### config.mk
export PLATFORM = sky130hd
export DESIGN_NAME = adc_readout
export DESIGN_NICKNAME = d
export VERILOG_FILES = /design/src/rtl/adc_pkg.sv /design/src/rtl/adc_readout.sv
export SDC_FILE = /design/constraint.sdc
export NUM_CORES = 1
export LEC_CHECK = 0
export ABC_AREA = 1
export BUFFER_PORTS_ARGS = -buffer_cell sky130_fd_sc_hd__buf_2
export CORE_MARGIN = 5
export CORE_UTILIZATION = 50
export CTS_BUF_LIST = sky130_fd_sc_hd__clkbuf_4 sky130_fd_sc_hd__clkbuf_8 sky130_fd_sc_hd__clkbuf_16
export DETAILED_ROUTE_END_ITERATION = 16
export PLACE_DENSITY = 0.76
export REMOVE_ABC_BUFFERS = 1
export SLEW_MARGIN = 10
export SYNTH_ARGS = -nofsm -noshare
export SYNTH_HDL_FRONTEND = slang
export SYNTH_SLANG_ARGS = --single-unit
### constraint.sdc
create_clock -name CLK -period 14.7 [get_ports CLK]
set_input_delay 2.94 -clock CLK [delete_from_list [all_inputs] [get_ports CLK]]
set_output_delay 2.94 -clock CLK [all_outputs]
set_load 0.05 [all_outputs]
### src/rtl/adc_pkg.sv
// constants, types and pin groups of the converter control and lane readout
// assumes a single 25 MHz system clock; all pins arrive asynchronously
package adc_pkg;

   localparam int RESULT_W       = 16;
   localparam int FIFO_DEPTH_DEF = 16;
   localparam int EDGES_SINGLE   = 16;
   localparam int EDGES_DUAL     = 8;

   // timing, in ns as printed, and derived cycle counts at the system clock
   localparam int CLK_PERIOD_NS  = 40;
   localparam int CONV_MIN_NS    = 54;
   localparam int CONV_MAX_NS    = 63;
   localparam int FIRST_EDGE_NS  = 65;
   localparam int LAST_EDGE_NS   = 49;
   localparam int CONV_MIN_CYC   = (CONV_MIN_NS + CLK_PERIOD_NS - 1)
                                   / CLK_PERIOD_NS;
   localparam int CONV_MAX_CYC   = (CONV_MAX_NS / CLK_PERIOD_NS < 1) ? 1 :
                                   CONV_MAX_NS / CLK_PERIOD_NS;
   localparam int CONV_CYC       = CONV_MIN_CYC;
   localparam int CONV_CNT_W     = $clog2(CONV_CYC + 1);

   localparam logic [15:0] TEST_PATTERN_DEF = 16'hA53C;

   typedef enum logic [1:0] {
      ST_ACQ     = 2'b00,
      ST_CONV    = 2'b01,
      ST_HANDOFF = 2'b10
   } conv_state_e;

   typedef struct packed {
      logic sleep_request_n;
      logic fixed_output_select;
      logic dual_lane_select;
   } strap_s;

   typedef struct packed {
      logic echo_clock_out;
      logic lane_a_out;
      logic lane_b_out;
      logic lane_a_enable;
      logic lane_b_enable;
   } lane_s;

   localparam lane_s LANE_RST = 5'h00;

endpackage

### src/rtl/adc_readout.sv
// successive approximation control, result buffer and serial lane readout
// assumes strap, trigger, shift clock and sample level are asynchronous pins
//
// Summary of operation
// - sleep input low stops conversion, readout and all output drivers
// - fixed output select high sends the test pattern instead of results
// - dual lane mode shifts two bits per edge, on lanes A and B
// - single lane mode shifts one bit per edge on lane A
// - single lane mode leaves lane B low with its driver disabled
// - echo clock output reproduces the sampled host shift clock
// - trigger rising edge puts sample into hold and starts conversion
// - block alternates between acquisition tracking and conversion
// - held level resolved by binary weighted trials down to 1/65536
// - finished conversion yields a 16-bit word queued for transfer
// - output words are two's complement
// - each word belongs to its own conversion, no pipeline delay
// - result ready a fixed cycle count after the trigger edge
`timescale 1ns/10ps
`default_nettype none

module adc_fifo #(
   parameter int W     = 16,
   parameter int DEPTH = 16
) (
   // clock and reset
   input  wire logic         clk,
   input  wire logic         rst,
   input  wire logic         clear,
   // fill side
   input  wire logic         in_valid,
   output logic              in_ready,
   input  wire logic [W-1:0] in_data,
   // drain side
   output logic              out_valid,
   input  wire logic         out_ready,
   output logic [W-1:0]      out_data
);
   localparam int AW = $clog2(DEPTH);

   logic [W-1:0] mem [0:DEPTH-1];
   logic [AW:0]  wr_ptr_r;
   logic [AW:0]  rd_ptr_r;
   wire          full;
   wire          empty;
   wire          push;
   wire          pop;

   if (DEPTH < 2 || (1 << AW) != DEPTH) begin
      $error("fifo depth must be a power of two, at least 2");
   end

   assign full      = (wr_ptr_r[AW] != rd_ptr_r[AW]) &&
                      (wr_ptr_r[AW-1:0] == rd_ptr_r[AW-1:0]);
   assign empty     = (wr_ptr_r == rd_ptr_r);
   assign in_ready  = !full;
   assign out_valid = !empty;
   assign push      = in_valid && !full;
   assign pop       = out_ready && !empty;
   assign out_data  = mem[rd_ptr_r[AW-1:0]];

   always_ff @(posedge clk) begin
      if (push) begin
         mem[wr_ptr_r[AW-1:0]] <= in_data;
      end
   end

   always_ff @(posedge clk) begin
      if (rst || clear) begin
         wr_ptr_r <= '0;
         rd_ptr_r <= '0;
      end else begin
         wr_ptr_r <= wr_ptr_r + (AW+1)'(push);
         rd_ptr_r <= rd_ptr_r + (AW+1)'(pop);
      end
   end
endmodule

module adc_readout #(
   parameter logic [15:0] TEST_PATTERN = adc_pkg::TEST_PATTERN_DEF,
   parameter int          EDGES_1LANE  = adc_pkg::EDGES_SINGLE,
   parameter int          EDGES_2LANE  = adc_pkg::EDGES_DUAL,
   parameter int          FIFO_DEPTH   = adc_pkg::FIFO_DEPTH_DEF
) (
   // clock and reset
   input  wire logic                          CLK,
   input  wire logic                          RST,
   // static mode pins
   input  wire adc_pkg::strap_s               STRAPS,
   // conversion trigger and analog front end
   input  wire logic                          SAMPLE_TRIGGER,
   input  wire logic [adc_pkg::RESULT_W-1:0]  SAMPLE_LEVEL,
   output logic                               TRACK_HOLD,
   // serial link
   input  wire logic                          SHIFT_CLOCK,
   output adc_pkg::lane_s                     LANE
);
   import adc_pkg::*;

   localparam int EDGE_W = $clog2(EDGES_1LANE + 1);
   localparam int SYNC_W = RESULT_W + 5;

   if (EDGES_1LANE != RESULT_W || EDGES_2LANE * 2 != RESULT_W) begin
      $error("edge counts must match the word width per lane mode");
   end

   // the level word is taken bitwise; it must stand steady around each trigger
   // two-flop synchronisers for every pin
   logic [SYNC_W-1:0]      sync_1_r;
   logic [SYNC_W-1:0]      sync_2_r;
   logic                   trig_d_r;
   logic                   sclk_d_r;
   wire  strap_s           straps;
   wire                    trig_s;
   wire                    sclk_s;
   wire  [RESULT_W-1:0]    level_s;

   always_ff @(posedge CLK) begin
      if (RST) begin
         sync_1_r <= '0;
         sync_2_r <= '0;
         trig_d_r <= 1'b0;
         sclk_d_r <= 1'b0;
      end else begin
         sync_1_r <= {STRAPS, SAMPLE_TRIGGER, SHIFT_CLOCK, SAMPLE_LEVEL};
         sync_2_r <= sync_1_r;
         trig_d_r <= trig_s;
         sclk_d_r <= sclk_s;
      end
   end

   assign straps  = sync_2_r[SYNC_W-1 -: 3];
   assign trig_s  = sync_2_r[RESULT_W+1];
   assign sclk_s  = sync_2_r[RESULT_W];
   assign level_s = sync_2_r[RESULT_W-1:0];

   wire awake     = straps.sleep_request_n;
   wire dual      = straps.dual_lane_select;
   wire trig_rise = trig_s && !trig_d_r;
   wire sclk_fall = !sclk_s && sclk_d_r;

   // conversion sequencer
   conv_state_e            state_r;
   conv_state_e            state_nxt;
   logic [CONV_CNT_W-1:0]  cnt_r;
   logic [RESULT_W-1:0]    held_r;
   logic [RESULT_W-1:0]    result_r;
   logic                   hold_r;
   wire                    fifo_in_ready;

   // binary weighted trials, MSB first, one comparison per weight
   logic [RESULT_W-1:0]    sar_step [0:RESULT_W];
   assign sar_step[RESULT_W] = '0;
   for (genvar i = 0; i < RESULT_W; i++) begin : g_sar
      wire [RESULT_W-1:0] trial = sar_step[i+1] |
                                  (RESULT_W'(1) << i);
      assign sar_step[i] = (held_r >= trial) ? trial : sar_step[i+1];
   end
   // offset binary trials turned into two's complement
   wire [RESULT_W-1:0] sar_code = {~sar_step[0][RESULT_W-1],
                                   sar_step[0][RESULT_W-2:0]};

   // the word is ready the least whole cycle count past the earliest ready time
   wire conv_done = (state_r == ST_CONV) && (cnt_r == '0);

   always_comb begin
      state_nxt = state_r;
      unique case (state_r)
         ST_ACQ: begin
            if (trig_rise) begin
               state_nxt = ST_CONV;
            end
         end
         ST_CONV: begin
            if (cnt_r == '0) begin
               state_nxt = ST_HANDOFF;
            end
         end
         ST_HANDOFF: begin
            if (fifo_in_ready) begin
               state_nxt = ST_ACQ;
            end
         end
         default: begin
            state_nxt = ST_ACQ;
         end
      endcase
      if (!awake) begin
         state_nxt = ST_ACQ;
      end
   end

   always_ff @(posedge CLK) begin
      if (RST) begin
         state_r  <= ST_ACQ;
         cnt_r    <= '0;
         held_r   <= '0;
         result_r <= '0;
         hold_r   <= 1'b0;
      end else begin
         state_r <= state_nxt;
         hold_r  <= (state_nxt != ST_ACQ);
         if (state_r == ST_ACQ) begin
            cnt_r  <= CONV_CNT_W'(CONV_CYC - 1);
            held_r <= level_s;
         end else if (state_r == ST_CONV) begin
            cnt_r <= cnt_r - CONV_CNT_W'(1);
         end
         if (conv_done) begin
            result_r <= sar_code;
         end
      end
   end

   // result buffer between converter and serialiser
   wire                  fifo_out_valid;
   wire [RESULT_W-1:0]   fifo_out_data;
   wire                  load;
   logic                 active_r;

   // a full buffer keeps the sequencer in hand-off, so later triggers are lost
   assign load = awake && !active_r && fifo_out_valid;

   adc_fifo #(
      .W     (RESULT_W),
      .DEPTH (FIFO_DEPTH)
   ) u_fifo (
      .clk       (CLK),
      .rst       (RST),
      .clear     (!awake),
      .in_valid  (state_r == ST_HANDOFF),
      .in_ready  (fifo_in_ready),
      .in_data   (result_r),
      .out_valid (fifo_out_valid),
      .out_ready (load),
      .out_data  (fifo_out_data)
   );

   // serialiser: bit on the lanes, advanced on each falling shift edge
   logic [RESULT_W-1:0]  shift_r;
   logic [EDGE_W-1:0]    edges_r;
   logic                 dual_r;
   lane_s                lane_r;
   lane_s                lane_nxt;

   wire [RESULT_W-1:0] word = straps.fixed_output_select ?
                              TEST_PATTERN : fifo_out_data;
   // lane mode is latched per word for shift and edge count; lane B data and driver still follow the live strap
   wire [RESULT_W-1:0] shifted = dual_r ? {shift_r[RESULT_W-3:0], 2'b00}
                                        : {shift_r[RESULT_W-2:0], 1'b0};

   always_ff @(posedge CLK) begin
      if (RST || !awake) begin
         active_r <= 1'b0;
         shift_r  <= '0;
         edges_r  <= '0;
         dual_r   <= 1'b0;
      end else if (load) begin
         active_r <= 1'b1;
         shift_r  <= word;
         dual_r   <= dual;
         edges_r  <= dual ? EDGE_W'(EDGES_2LANE)
                          : EDGE_W'(EDGES_1LANE);
      end else if (active_r && sclk_fall) begin
         shift_r  <= shifted;
         edges_r  <= edges_r - EDGE_W'(1);
         active_r <= (edges_r != EDGE_W'(1));
      end
   end

   // data is gated by the synced sleep level so it never outlives its driver
   wire lane_a_bit = awake && active_r && shift_r[RESULT_W-1];
   wire lane_b_bit = awake && active_r && dual_r && dual &&
                     shift_r[RESULT_W-2];

   always_comb begin
      lane_nxt                = LANE_RST;
      lane_nxt.echo_clock_out = awake && sclk_s;
      lane_nxt.lane_a_enable  = awake;
      lane_nxt.lane_b_enable  = awake && dual;
      lane_nxt.lane_a_out     = lane_a_bit;
      lane_nxt.lane_b_out     = lane_b_bit;
   end

   always_ff @(posedge CLK) begin
      if (RST) begin
         lane_r <= LANE_RST;
      end else begin
         lane_r <= lane_nxt;
      end
   end

   assign LANE       = lane_r;
   assign TRACK_HOLD = hold_r;
endmodule

`default_nettype wire

Yosys cells after proc, flatten, opt, wreduce, memory -nomap -nowiden --
Memory sizes are Yosys's and may differ from the RTL's. A register that Yosys moved wholly into a read port is not among the register bits. Index checks and enable logic that the tools add are counted.
Cells by class: add/subtract/negate cells 4, $lt $le $gt $ge 16, eq/ne operators 6, multiplexer cells 35, bitwise operators 1, reductions and logical operators 29
Operators with widths (number):
- 16-bit greater-or-equal comparator | 15
- 16-bit two-way mux | 5
- 5-bit two-way mux | 4
- 16-bit greater-or-equal comparator, second input constant | 1
- 1-bit logical AND | 16
- 15-bit two-way mux | 1
- 14-bit two-way mux | 1
- 13-bit two-way mux | 1
- 12-bit two-way mux | 1
- 11-bit two-way mux | 1
- 5-bit by 1-bit adder with 5-bit output | 2
- 10-bit two-way mux | 1
- 2-bit two-way mux | 5
- 9-bit two-way mux | 1
- 4-bit two-way mux | 2
- 8-bit two-way mux | 1
- 1-bit two-way mux | 7
- 7-bit two-way mux | 1
- 1-bit zero test | 6
- 6-bit two-way mux | 1
- 2-bit case mux with 3 select lines | 1
- 2-bit nonzero test | 3
- 5-bit equality test | 1
- 5-bit by 1-bit inequality test with 1-bit output, second input constant | 1
- 11 further kinds | 12
Storage, ports and cells: bits in registers 119, RAM bits 256, output and inout bits 6, memories kept 1
Memory list:
- u_fifo.mem | words 16, bits a word 16, read ports 1, clocked after Yosys merged registers in 1, wr ports 1, RTL line adc_readout.sv:40 | logic [W-1:0] mem [0:DEPTH-1];

Depth between registers and ports, before layout --
Gate-level depths: netlist of the first run.
word-level depth 32, mapped depth 75, gate-level depth less buffers 75

Modules after synthesis --
From an unflattened synthesis of the first run, not the netlist that was laid out.
Unflattened totals: cells, all modules 1794, area total of the unflattened synthesis 16405.7 um^2
Modules (own cells, without submodules):
- adc_fifo | instances 1, cells each 1209, area an instance 11836.4 um^2
- adc_readout | instances 1, cells each 585, area an instance 4569.4 um^2

Least setup slack after synthesis of the first run --
Ideal clock, no wire load.
path type flip-flop to flip-flop, start point register held_r[14], end point register result_r[0], library setup time 0.114 ns, arrival 9.011 ns, required time 14.586 ns, slack 5.575 ns, stages on the path, launching flop included 74, period minus slack after synthesis 9.125 ns, path through dfxtp_1 > inv_1 > ha_1 > a21oi_1 > ha_1 > nand2_1 > nand2_1 > a21oi_1 > ha_1 > nand3_1 > inv_1 > a21oi_1 > ha_1 > a21oi_1 > nor2_1 > nor2_1 > ha_1 > nand2_1 > [... 38 more ...] > a21oi_1 > ha_1 > a21oi_1 > o21ai_0 > a21oi_1 > ha_1 > nand3_1 > nand2_1 > nand2_1 > nand2_1 > a21oi_1 > ha_1 > a21oi_1 > o21ai_0 > a21oi_1 > o21ai_0 > o21bai_1 > inv_1
Between the ends: word-level cells in the longest chain between the ends 32
RTL lines:
- start, declared | RTL line adc_readout.sv:145 | logic [RESULT_W-1:0] held_r;
- start signal, assigned | RTL line adc_readout.sv:204 | held_r <= level_s;
- 16-bit greater-or-equal comparator | RTL line adc_readout.sv:156 | assign sar_step[i] = (held_r >= trial) ? trial : sar_step[i+1];
- 16-bit two-way mux | RTL line adc_readout.sv:156
- 16-bit greater-or-equal comparator | RTL line adc_readout.sv:156
- 15-bit two-way mux | RTL line adc_readout.sv:156
- 16-bit greater-or-equal comparator | RTL line adc_readout.sv:156
- 14-bit two-way mux | RTL line adc_readout.sv:156
- 16-bit greater-or-equal comparator | RTL line adc_readout.sv:156
- 13-bit two-way mux | RTL line adc_readout.sv:156
- [... 16 more ...]
- 16-bit greater-or-equal comparator | RTL line adc_readout.sv:156
- 4-bit two-way mux | RTL line adc_readout.sv:156
- 16-bit greater-or-equal comparator | RTL line adc_readout.sv:156
- 3-bit two-way mux | RTL line adc_readout.sv:156
- 16-bit greater-or-equal comparator | RTL line adc_readout.sv:156
- 2-bit two-way mux | RTL line adc_readout.sv:156
- 16-bit greater-or-equal comparator (*) | RTL line adc_readout.sv:156
- 1-bit two-way mux (*) | RTL line adc_readout.sv:156
- end signal, assigned | RTL line adc_readout.sv:209 | result_r <= sar_code;
- end, declared | RTL line adc_readout.sv:146 | logic [RESULT_W-1:0] result_r;
Every way passes the cells marked *; elsewhere a longest branch is shown, timed or not. A chain may end at the register's enable or synchronous reset.

Worst setup path in the final report of the first run --
Ends and elaborated chain as after synthesis.

==> flow_results.org, run 1 <==
** Critical path
- The worst setup path is captured at a flop.
- Counting stages on the worst path, the most repeated cell is sky130_fd_sc_hd__a21oi_1.
- Startpoint of the most critical setup path :: held_r[14]
- STA classifies the critical path startpoint as a flop.
- In this design, the stage delay of the slowest critical-path cell is 0.34 ns.
- The startpoint identified for the worst register-to-register timing path is held_r[14].
- The setup path with the least slack is of type flop to flop.
- Arrival time at the worst endpoint :: 10.91 ns
- For this design, the slowest cell found on the critical path is sky130_fd_sc_hd__dfxtp_1.
- Critical Path RT :: 15.11 ns
- Crit Path Max Fanout :: 8

** Cells and area
- For this run, the post-layout net count is 1,662.
- 0 antenna diodes ended up in the layout.
- The area growth from synthesis to layout is 11.2%.
- Leaving out fill and tap cells, the most frequent cell in the layout is sky130_fd_sc_hd__nand2_1.
- Leaving out fill and tap cells, the most frequent cells in the layout are sky130_fd_sc_hd__nand2_1 (306), sky130_fd_sc_hd__edfxtp_1 (256), sky130_fd_sc_hd__inv_1 (231), sky130_fd_sc_hd__nor2_1 (212), sky130_fd_sc_hd__dfxtp_1 (117).
- In the final layout, the share of cells above drive strength 1 is 0.0857.

** Timing
- For the pin with the worst max-slew slack, the measured transition is 1.10 ns.
- Maximum clock frequency :: 0.0952 GHz
- For the final routed database, the setup TNS stands at 0 ns.
- On the final layout, the worst clock skew is 0.0192 ns.
- Across all setup checks in the final design, the least slack found is 4.20 ns.
- Share of the cycle needed by the critical path after routing :: 0.714
- Final hold viol count :: 0
- The smallest clock period supported by the final layout is computed as 10.50 ns.
- In this run the tightest slew margin relative to its limit is 0.263.
- Setup violations remaining at the end of the flow were counted as 0.
- Unrepaired setup endpoints after global routing :: no
- The number of pins with negative max-slew slack in the final report came to 0.

** CTS
- Buffers inserted to repair hold after CTS numbered 0.
- CTS placed an instance of sky130_fd_sc_hd__clkbuf_16 at the clock tree root.
- Clock tree from TritonCTS :: yes
- Clock latency of the later-clocked register in the worst-skew pair :: 0.52 ns
- H-tree levels :: 2
- Clock-pin slew was measured on the worst setup and hold paths at 0.06 ns.
- Number of setup buffers added after CTS :: 0
- Clock tree synthesis found a total of 375 sinks.
- TritonCTS created 38 clock buffers.
- In this run, post-CTS repair resized a total of 0 instances.
- The clock passes through at most 3 buffers.

** Floorplan
- For this design the top-level I/O count stands at 29.
- Placeable core region :: 30,700 sq um
- Placement row count :: 64
- Width of the die :: 187 um
- Initial core utilization :: 0.509
- Measured along the y axis, the die boundary spans 187 um.
- The floorplan step defined a die boundary enclosing 34,900 sq um.

** Route
- In the final routed layout, each cell accounts on average for 16.5 um.
- The first detailed-routing pass took 5 iterations.
- The detailed router placed 10,738 vias in this run.
- Drt initial violations :: 1,043
- Via density per instance :: 5.26
- DRC violations left :: 0
- For this block, the routed nets add up to 33,600 um of wire.
- The count of nets left with antenna violations once routing finished came out at 0.

** Global routing
- The first global-routing pass estimated 54,300 um of wire.
- The total overflow left after global routing is 0.
- Via count of the first global-routing pass :: 10,583
- The number of antenna violations at the first check in global routing came to 0.
- Largest net degree at the start of global routing :: 102
- GR Util All Layers :: 0.190

** Logic synthesis
- The fraction of the mapped netlist area in compound gates is 0.0859.
- Largest family of logic cells by synthesized area :: simple AND/OR/NAND/NOR gates
- Warnings, synthesis :: 0
- For this run, the leading register cell type out of synthesis is sky130_fd_sc_hd__edfxtp_1.
- Averaged over all synthesized cells, the footprint is 9.78 sq um.
- The synthesized design contains 375 register bits.
- Counting flops with a built-in enable in the synthesized netlist gives 256.
- Cell count after synthesis :: 1,601
- Of the total synthesized cell area, the portion taken by full adders, half adders and majority gates is 0.0168.
- Post-synthesis simple-gate area fraction :: 0.165
- Fraction of registers with async set/reset :: 0
- Synthesized area :: 15,700 sq um
- Of the total synthesized cell area, the portion taken by XOR and XNOR cells is 0.00392.
- Yosys mapped the design onto 37 distinct sky130hd cell types.
- Of the post-synthesis cell area, the part taken by muxes is 0.
- The share of the Yosys chip area taken by registers is 0.643.

** Placement
- Weighted congestion reported at the end of routability-driven placement :: 0.817
- Buffers on Ports :: 28
- OpenSTA, run right after detailed placement, puts the worst setup slack at 4.34 ns.
- Final HPWL from detailed placement :: 20,000 um

** Hold path
- Hold Startpoint :: sync_1_r[9]
- Hold crit path type :: flop to flop

** Power and ir drop
- Dividing total power by cell area gives a power density of 126 nW/um^2.
- Max VDD drop :: 0.0000870 V
- Leak Pwr :: 6.98 nW

** Job
- Max-cap violations in this run came to 0.

** Run status
- Status :: finished, final reports clean
==> routing by layer <==
metal | global-route usage | routed length, um | vias to the layer above
li1 | - | - | 5261
met3 | 0.0306 | 2250 | 80
met5 | 0 | 0 | -
met2 | 0.329 | 16200 | 346
met4 | 0.0737 | 1190 | 0
met1 | 0.241 | 14000 | 5051
==> final cells by class <==
cell class | instances | area, sq um
repair buffers | 51 | 313
clock buffers | 55 | 1200
well taps | 396 | 495
fillers | 2540 | 13300
flip-flops and latches | 375 | 10100
inverters | 238 | 895
multi-input cells | 914 | 4260
clock inverters | 13 | 170
==> registers in the layout, summed over array words and instances, names as in the netlist, 16 cells and up <==
register and cells:
held_r 16, result_r 16, shift_r 16, sync_1_r 21, sync_2_r 21, u_fifo.mem 256
==> worst paths after layout <==
| check | slack, ns | cells after the start | to |
|---|---|---|---|
| max | 4.20 | 73 | result_r[0] |
| max reg2reg | 4.20 | 73 | result_r[0] |
| min reg2reg | 0.40 | 2 | sync_2_r[9] |
| min | 0.40 | 2 | sync_2_r[9] |
==> synthesized netlist by cell type, drive strengths merged (21+ instances only) <==
master    n  area [sq um]
a21oi    57           289
buf      49           340
clkbuf   25          95.1
dfxtp   119          2380
edfxtp  256          7690
ha       21           263
inv     237           890
nand2   308          1170
nand3   111           566
nor2    214           808
o211ai   22           195
o21ai   160           808
==> power breakdown <==
part	switching, W	internal, W
registers	0.00000352	0.00112
logic	0.0000260	0.0000143
clock network	0.000389	0.000641
total	0.000419	0.00178
==> stage by stage <==
| step | total power [W] | std cells | hold WS (ns) | cell area [sq um] | utilization |
|---|---|---|---|---|---|
| 6_report | 0.00219 | 2042 | 0.399 | 17400 | 0.566 |
| 5_1_grt | 0.00226 | 2042 | 0.419 | 17400 | 0.566 |
| 4_1_cts | 0.00221 | 2042 | 0.401 | 17400 | 0.566 |
| 3_5_place_dp | 0.00119 | 1974 | 0.393 | 16000 | 0.521 |
| 3_3_place_gp | 0.00119 | 1974 | 0.389 | 16000 | 0.521 |
| 2_1_floorplan | 0.00117 | 1527 | 0.388 | 15200 | - |
==> worst max-delay path: cells and delay by family, from the launching register on <==
family,cells,cell delay (ns)
adders and majority gates,14,3.86
AOI/OAI and AO/OA,27,3.67
and+or+nand+nor,23,1.86
buffers and inverters,9,0.65
DFF,1,0.34
==> logic make-up (layout without fill, tap and decap cells) <==
kind of cell | after synthesis | after routing
AOI/OAI and AO/OA | 246 | 246
xor gates and xnor gates | 7 | 7
adders and majority gates | 21 | 21
buffers and inverters | 312 | 357
DFF | 375 | 375
and+or+nand+nor | 640 | 640
(Power assumes the default switching activity.)
==> run 2: changes to the inputs <==
==> constraint.sdc (replaced) <==
create_clock -name CLK -period 10.1 [get_ports CLK]
set_input_delay 2.02 -clock CLK [delete_from_list [all_inputs] [get_ports CLK]]
set_output_delay 2.02 -clock CLK [all_outputs]
set_load 0.05 [all_outputs]
==> run 2 against run 1 <==
Effect of this change: sequential power grew 46%; power increased by 43%; final cell count increased by 1.2%; die area did not move; worst setup slack got worse by 3.7 ns; non-clock buffer count increased by 23; combinational power up 120%; flip-flop and latch count is the same; critical path type unchanged; largest cell class unchanged; largest power group unchanged; highest routed layer unchanged.
==> flow_results.org, run 2 (synthesized netlist as in run 1, its figures left out) <==
** Run status
- The flow ran to the end, and the final reports show no timing, DRC or antenna violations.

** Power and ir drop
- Of the total power, registers draw 0.522.
- The worst-case IR drop observed on VDD is 0.000171 V.
- Of the total power, the share spent switching nets is 0.196.
- For this design the total switching power over the nets is 0.000614 W.
- Dividing total power by cell area gives a power density of 178 nW/um^2.
- Cell internal power was estimated by the tool at 0.00252 W.
- Summed over all cells, the static leakage comes to 7.03 nW.
- The share of total power dissipated in the clock network is 0.449.
- Share of power burned in combinational logic :: 0.029

** Placement
- Worst setup slack before clock tree synthesis :: -0.441 ns
- Routability-driven placement finished with a final weighted congestion of 0.818.
- Input and output buffers added on the ports amount to 28.
- Final HPWL from detailed placement :: 20,100 um

** Route
- Drt initial violations :: 1,019
- After detailed routing, the total wire length is 33,900 um.
- In the final routed layout, each cell accounts on average for 16.4 um.
- DRC violations left :: 0
- Before antenna repair, the detailed router went through 7 iterations.
- In this run the remaining antenna-violating nets after routing total 0.
- Dividing the detail-routed via count by the number of cells gives 5.26.
- Total number of vias :: 10,879

** Cells and area
- Register cell area after layout :: 10,100 sq um
- Compared with the post-synthesis result, the final layout area differs by 12.6%.
- The number of antenna diodes in the final layout is 0.
- Measured on the finished design, the core utilization comes to 0.573.
- The register with the most flip-flops in the layout has 256 of them.
- Of the cells placed in the final design, the portion with a size suffix greater than 1 is 0.117.
- Most frequent cells in the layout :: sky130_fd_sc_hd__nand2_1 (303), sky130_fd_sc_hd__edfxtp_1 (256), sky130_fd_sc_hd__inv_1 (226), sky130_fd_sc_hd__nor2_1 (210), sky130_fd_sc_hd__dfxtp_1 (116)
- Commonest non-fill, non-tap cell in the layout :: sky130_fd_sc_hd__nand2_1
- Number of inserted filler cells in the final layout :: 2,556
- The multi-input combinational cells in the finished layout cover a total of 4390 sq um.
- The net count of the finished layout is 1,686.

** Timing
- On the final layout, the worst clock skew is 0.0148 ns.
- Remaining max-slew budget at the tightest pin :: 0.398
- The number of pins with negative max-slew slack in the final report is 0.
- Static timing analysis puts the maximum clock frequency at 0.104 GHz.
- Final hold viol count :: 0
- At the pin with the least slew margin, the transition time is 0.900 ns.
- Endpoints failing setup :: 0
- After layout, the minimum clock period comes to 9.64 ns.
- After layout, the worst setup slack is 0.459 ns.
- Dividing the final minimum period by the clock period gives 0.955.

** Global routing
- Antenna violations before repair :: 0
- GR Util All Layers :: 0.189
- Entering global routing, the biggest net connects 77 pins.
- The via count of the first global-routing pass is 10,502.
- GR Overflow Total :: 0
- The first global-routing pass estimated 54,000 um of wire.

** Critical path
- CP endpoint kind :: flop
- The most critical setup path has its startpoint at held_r[14].
- STA classifies the critical path startpoint as a flop.
- Critical path class :: flop to flop
- At the worst endpoint, the arrival time is 10.05 ns.
- The startpoint identified for the worst register-to-register timing path is held_r[14].
- Library cell contributing the largest single delay on the critical path :: sky130_fd_sc_hd__dfxtp_4
- The endpoint identified for the worst register-to-register timing path is result_r[0].
- For flop-to-flop paths, the worst setup slack is 0.46 ns.
- Slowest cell delay on critical path :: 0.36 ns
- The critical path crosses 73 cells after its start point.
- Crit Path Max Fanout :: 4
- The number of buffers and inverters on the critical path is 10.
- Counting stages on the worst path, the most repeated cell is sky130_fd_sc_hd__nand2_1.
- Critical Path RT :: 10.51 ns
- Reg2reg path depth :: 73
- Among cell families on the critical path, the largest total delay comes from adder cells.
- Endpoint of the most critical setup path :: result_r[0]

** Floorplan
- The total area inside the core boundary comes to 30,700 sq um.
- Placement row count :: 64
- In this run the count of I/O pins placed on the die edge is 29.
- Height of the die :: 187 um
- Measured along the x axis, the die boundary spans 187 um.
- Die outline area :: 34,900 sq um
- The initial utilization of the core area, before any placement, comes to 0.509.

** Hold path
- The worst hold path passes through 2 cells.
- The worst hold path belongs to the class flop to flop.

** CTS
- The tree built by TritonCTS fans out to 375 sinks.
- Clock-pin slew was measured on the worst setup and hold paths at 0.06 ns.
- Clock buffer count from CTS :: 39
- In this run the number of H-tree levels came out at 2.
- The later pin in the worst-skew pair is clocked with a latency of 0.51 ns.
- Count of hold-fix buffers inserted at cts :: 0
- Clk buf depth :: 3
- Clock tree from TritonCTS :: yes
- Cell at the root of the clock tree :: sky130_fd_sc_hd__clkbuf_16

** Job
- Number of max-cap violations :: 0
==> run 2: cell count changes in the layout (fill, tap and decap cells not counted), moves of 5 or more <==
cell                       change
sky130_fd_sc_hd__ha_1          -6
sky130_fd_sc_hd__a21oi_1      -12
sky130_fd_sc_hd__inv_2         +5
sky130_fd_sc_hd__o21ai_0       -5
sky130_fd_sc_hd__o21ai_1       +5
sky130_fd_sc_hd__buf_4        +23
sky130_fd_sc_hd__inv_1         -5
sky130_fd_sc_hd__clkbuf_4      +6
sky130_fd_sc_hd__a21oi_2      +10
==> run 2: what timing repair did <==
item / CTS / global route
setup buffers: 4 / 19
resized for setup: 9 / 29
setup endpoints to repair: 1 / 2
pin swaps: 3 / 25
==> run 2: power by group through the flow <==
stage / sequential, W / clock [W] / combinational (W)
after CTS: 0.00164 / 0.00143 / 0.0000665
after global routing: 0.00164 / 0.00150 / 0.000101
final: 0.00164 / 0.00141 / 0.0000899
after global placement: 0.00167 / 0 / 0.0000571
after floorplan: 0.00167 / 0 / 0.0000404
after detailed placement: 0.00167 / 0 / 0.0000595
==> run 2: through the flow <==
stage               hold slack [ns]  power [W]  instance area [sq um]  std cells  setup TNS [ns]
global placement              0.390    0.00173                  16000       1974               0
floorplan                     0.388    0.00171                  15200       1527               0
CTS                           0.400    0.00314                  17400       2048               0
finish                        0.399    0.00313                  17600       2067               0
detailed placement            0.392    0.00173                  16000       1974          -0.441
global route                  0.426    0.00324                  17600       2067          -0.222
==> run 2: layer usage <==
| layer | routed length [um] | global-route usage | up-vias |
|---|---|---|---|
| met5 | 0 | 0 | - |
| met4 | 868 | 0.0577 | 0 |
| met3 | 2160 | 0.0250 | 62 |
| met2 | 16900 | 0.331 | 329 |
| met1 | 14000 | 0.246 | 5177 |
| li1 | - | - | 5311 |
==> run 2: final cells by class <==
| type | instances | area share |
|---|---|---|
| Clock buffer | 54 | 0.0628 |
| Clock inverter | 16 | 0.00966 |
| Inverter | 238 | 0.0508 |
| Multi-Input combinational cell | 914 | 0.249 |
| Sequential cell | 375 | 0.572 |
| Tap cell | 396 | 0.0281 |
| Timing Repair Buffer | 74 | 0.0276 |
==> run 2: how the worst min path moves through the flow <==
stage | startpoint | to | slack, ns
finish | sync_1_r[3] | sync_2_r[3] | 0.40
global route | sync_1_r[7] | sync_2_r[7] | 0.43
CTS | sync_1_r[3] | sync_2_r[3] | 0.40
detailed placement | sync_1_r[3] | sync_2_r[3] | 0.39
global placement | sync_1_r[2] | sync_2_r[2] | 0.39
floorplan | sync_1_r[0] | sync_2_r[0] | 0.39
==> run 2: worst min-delay path, delay by kind of cell, from the launching register on <==
kind          cells  cell delay (ns)
flops             1             0.29
buf+inv           1             0.04
simple gates      1             0.03
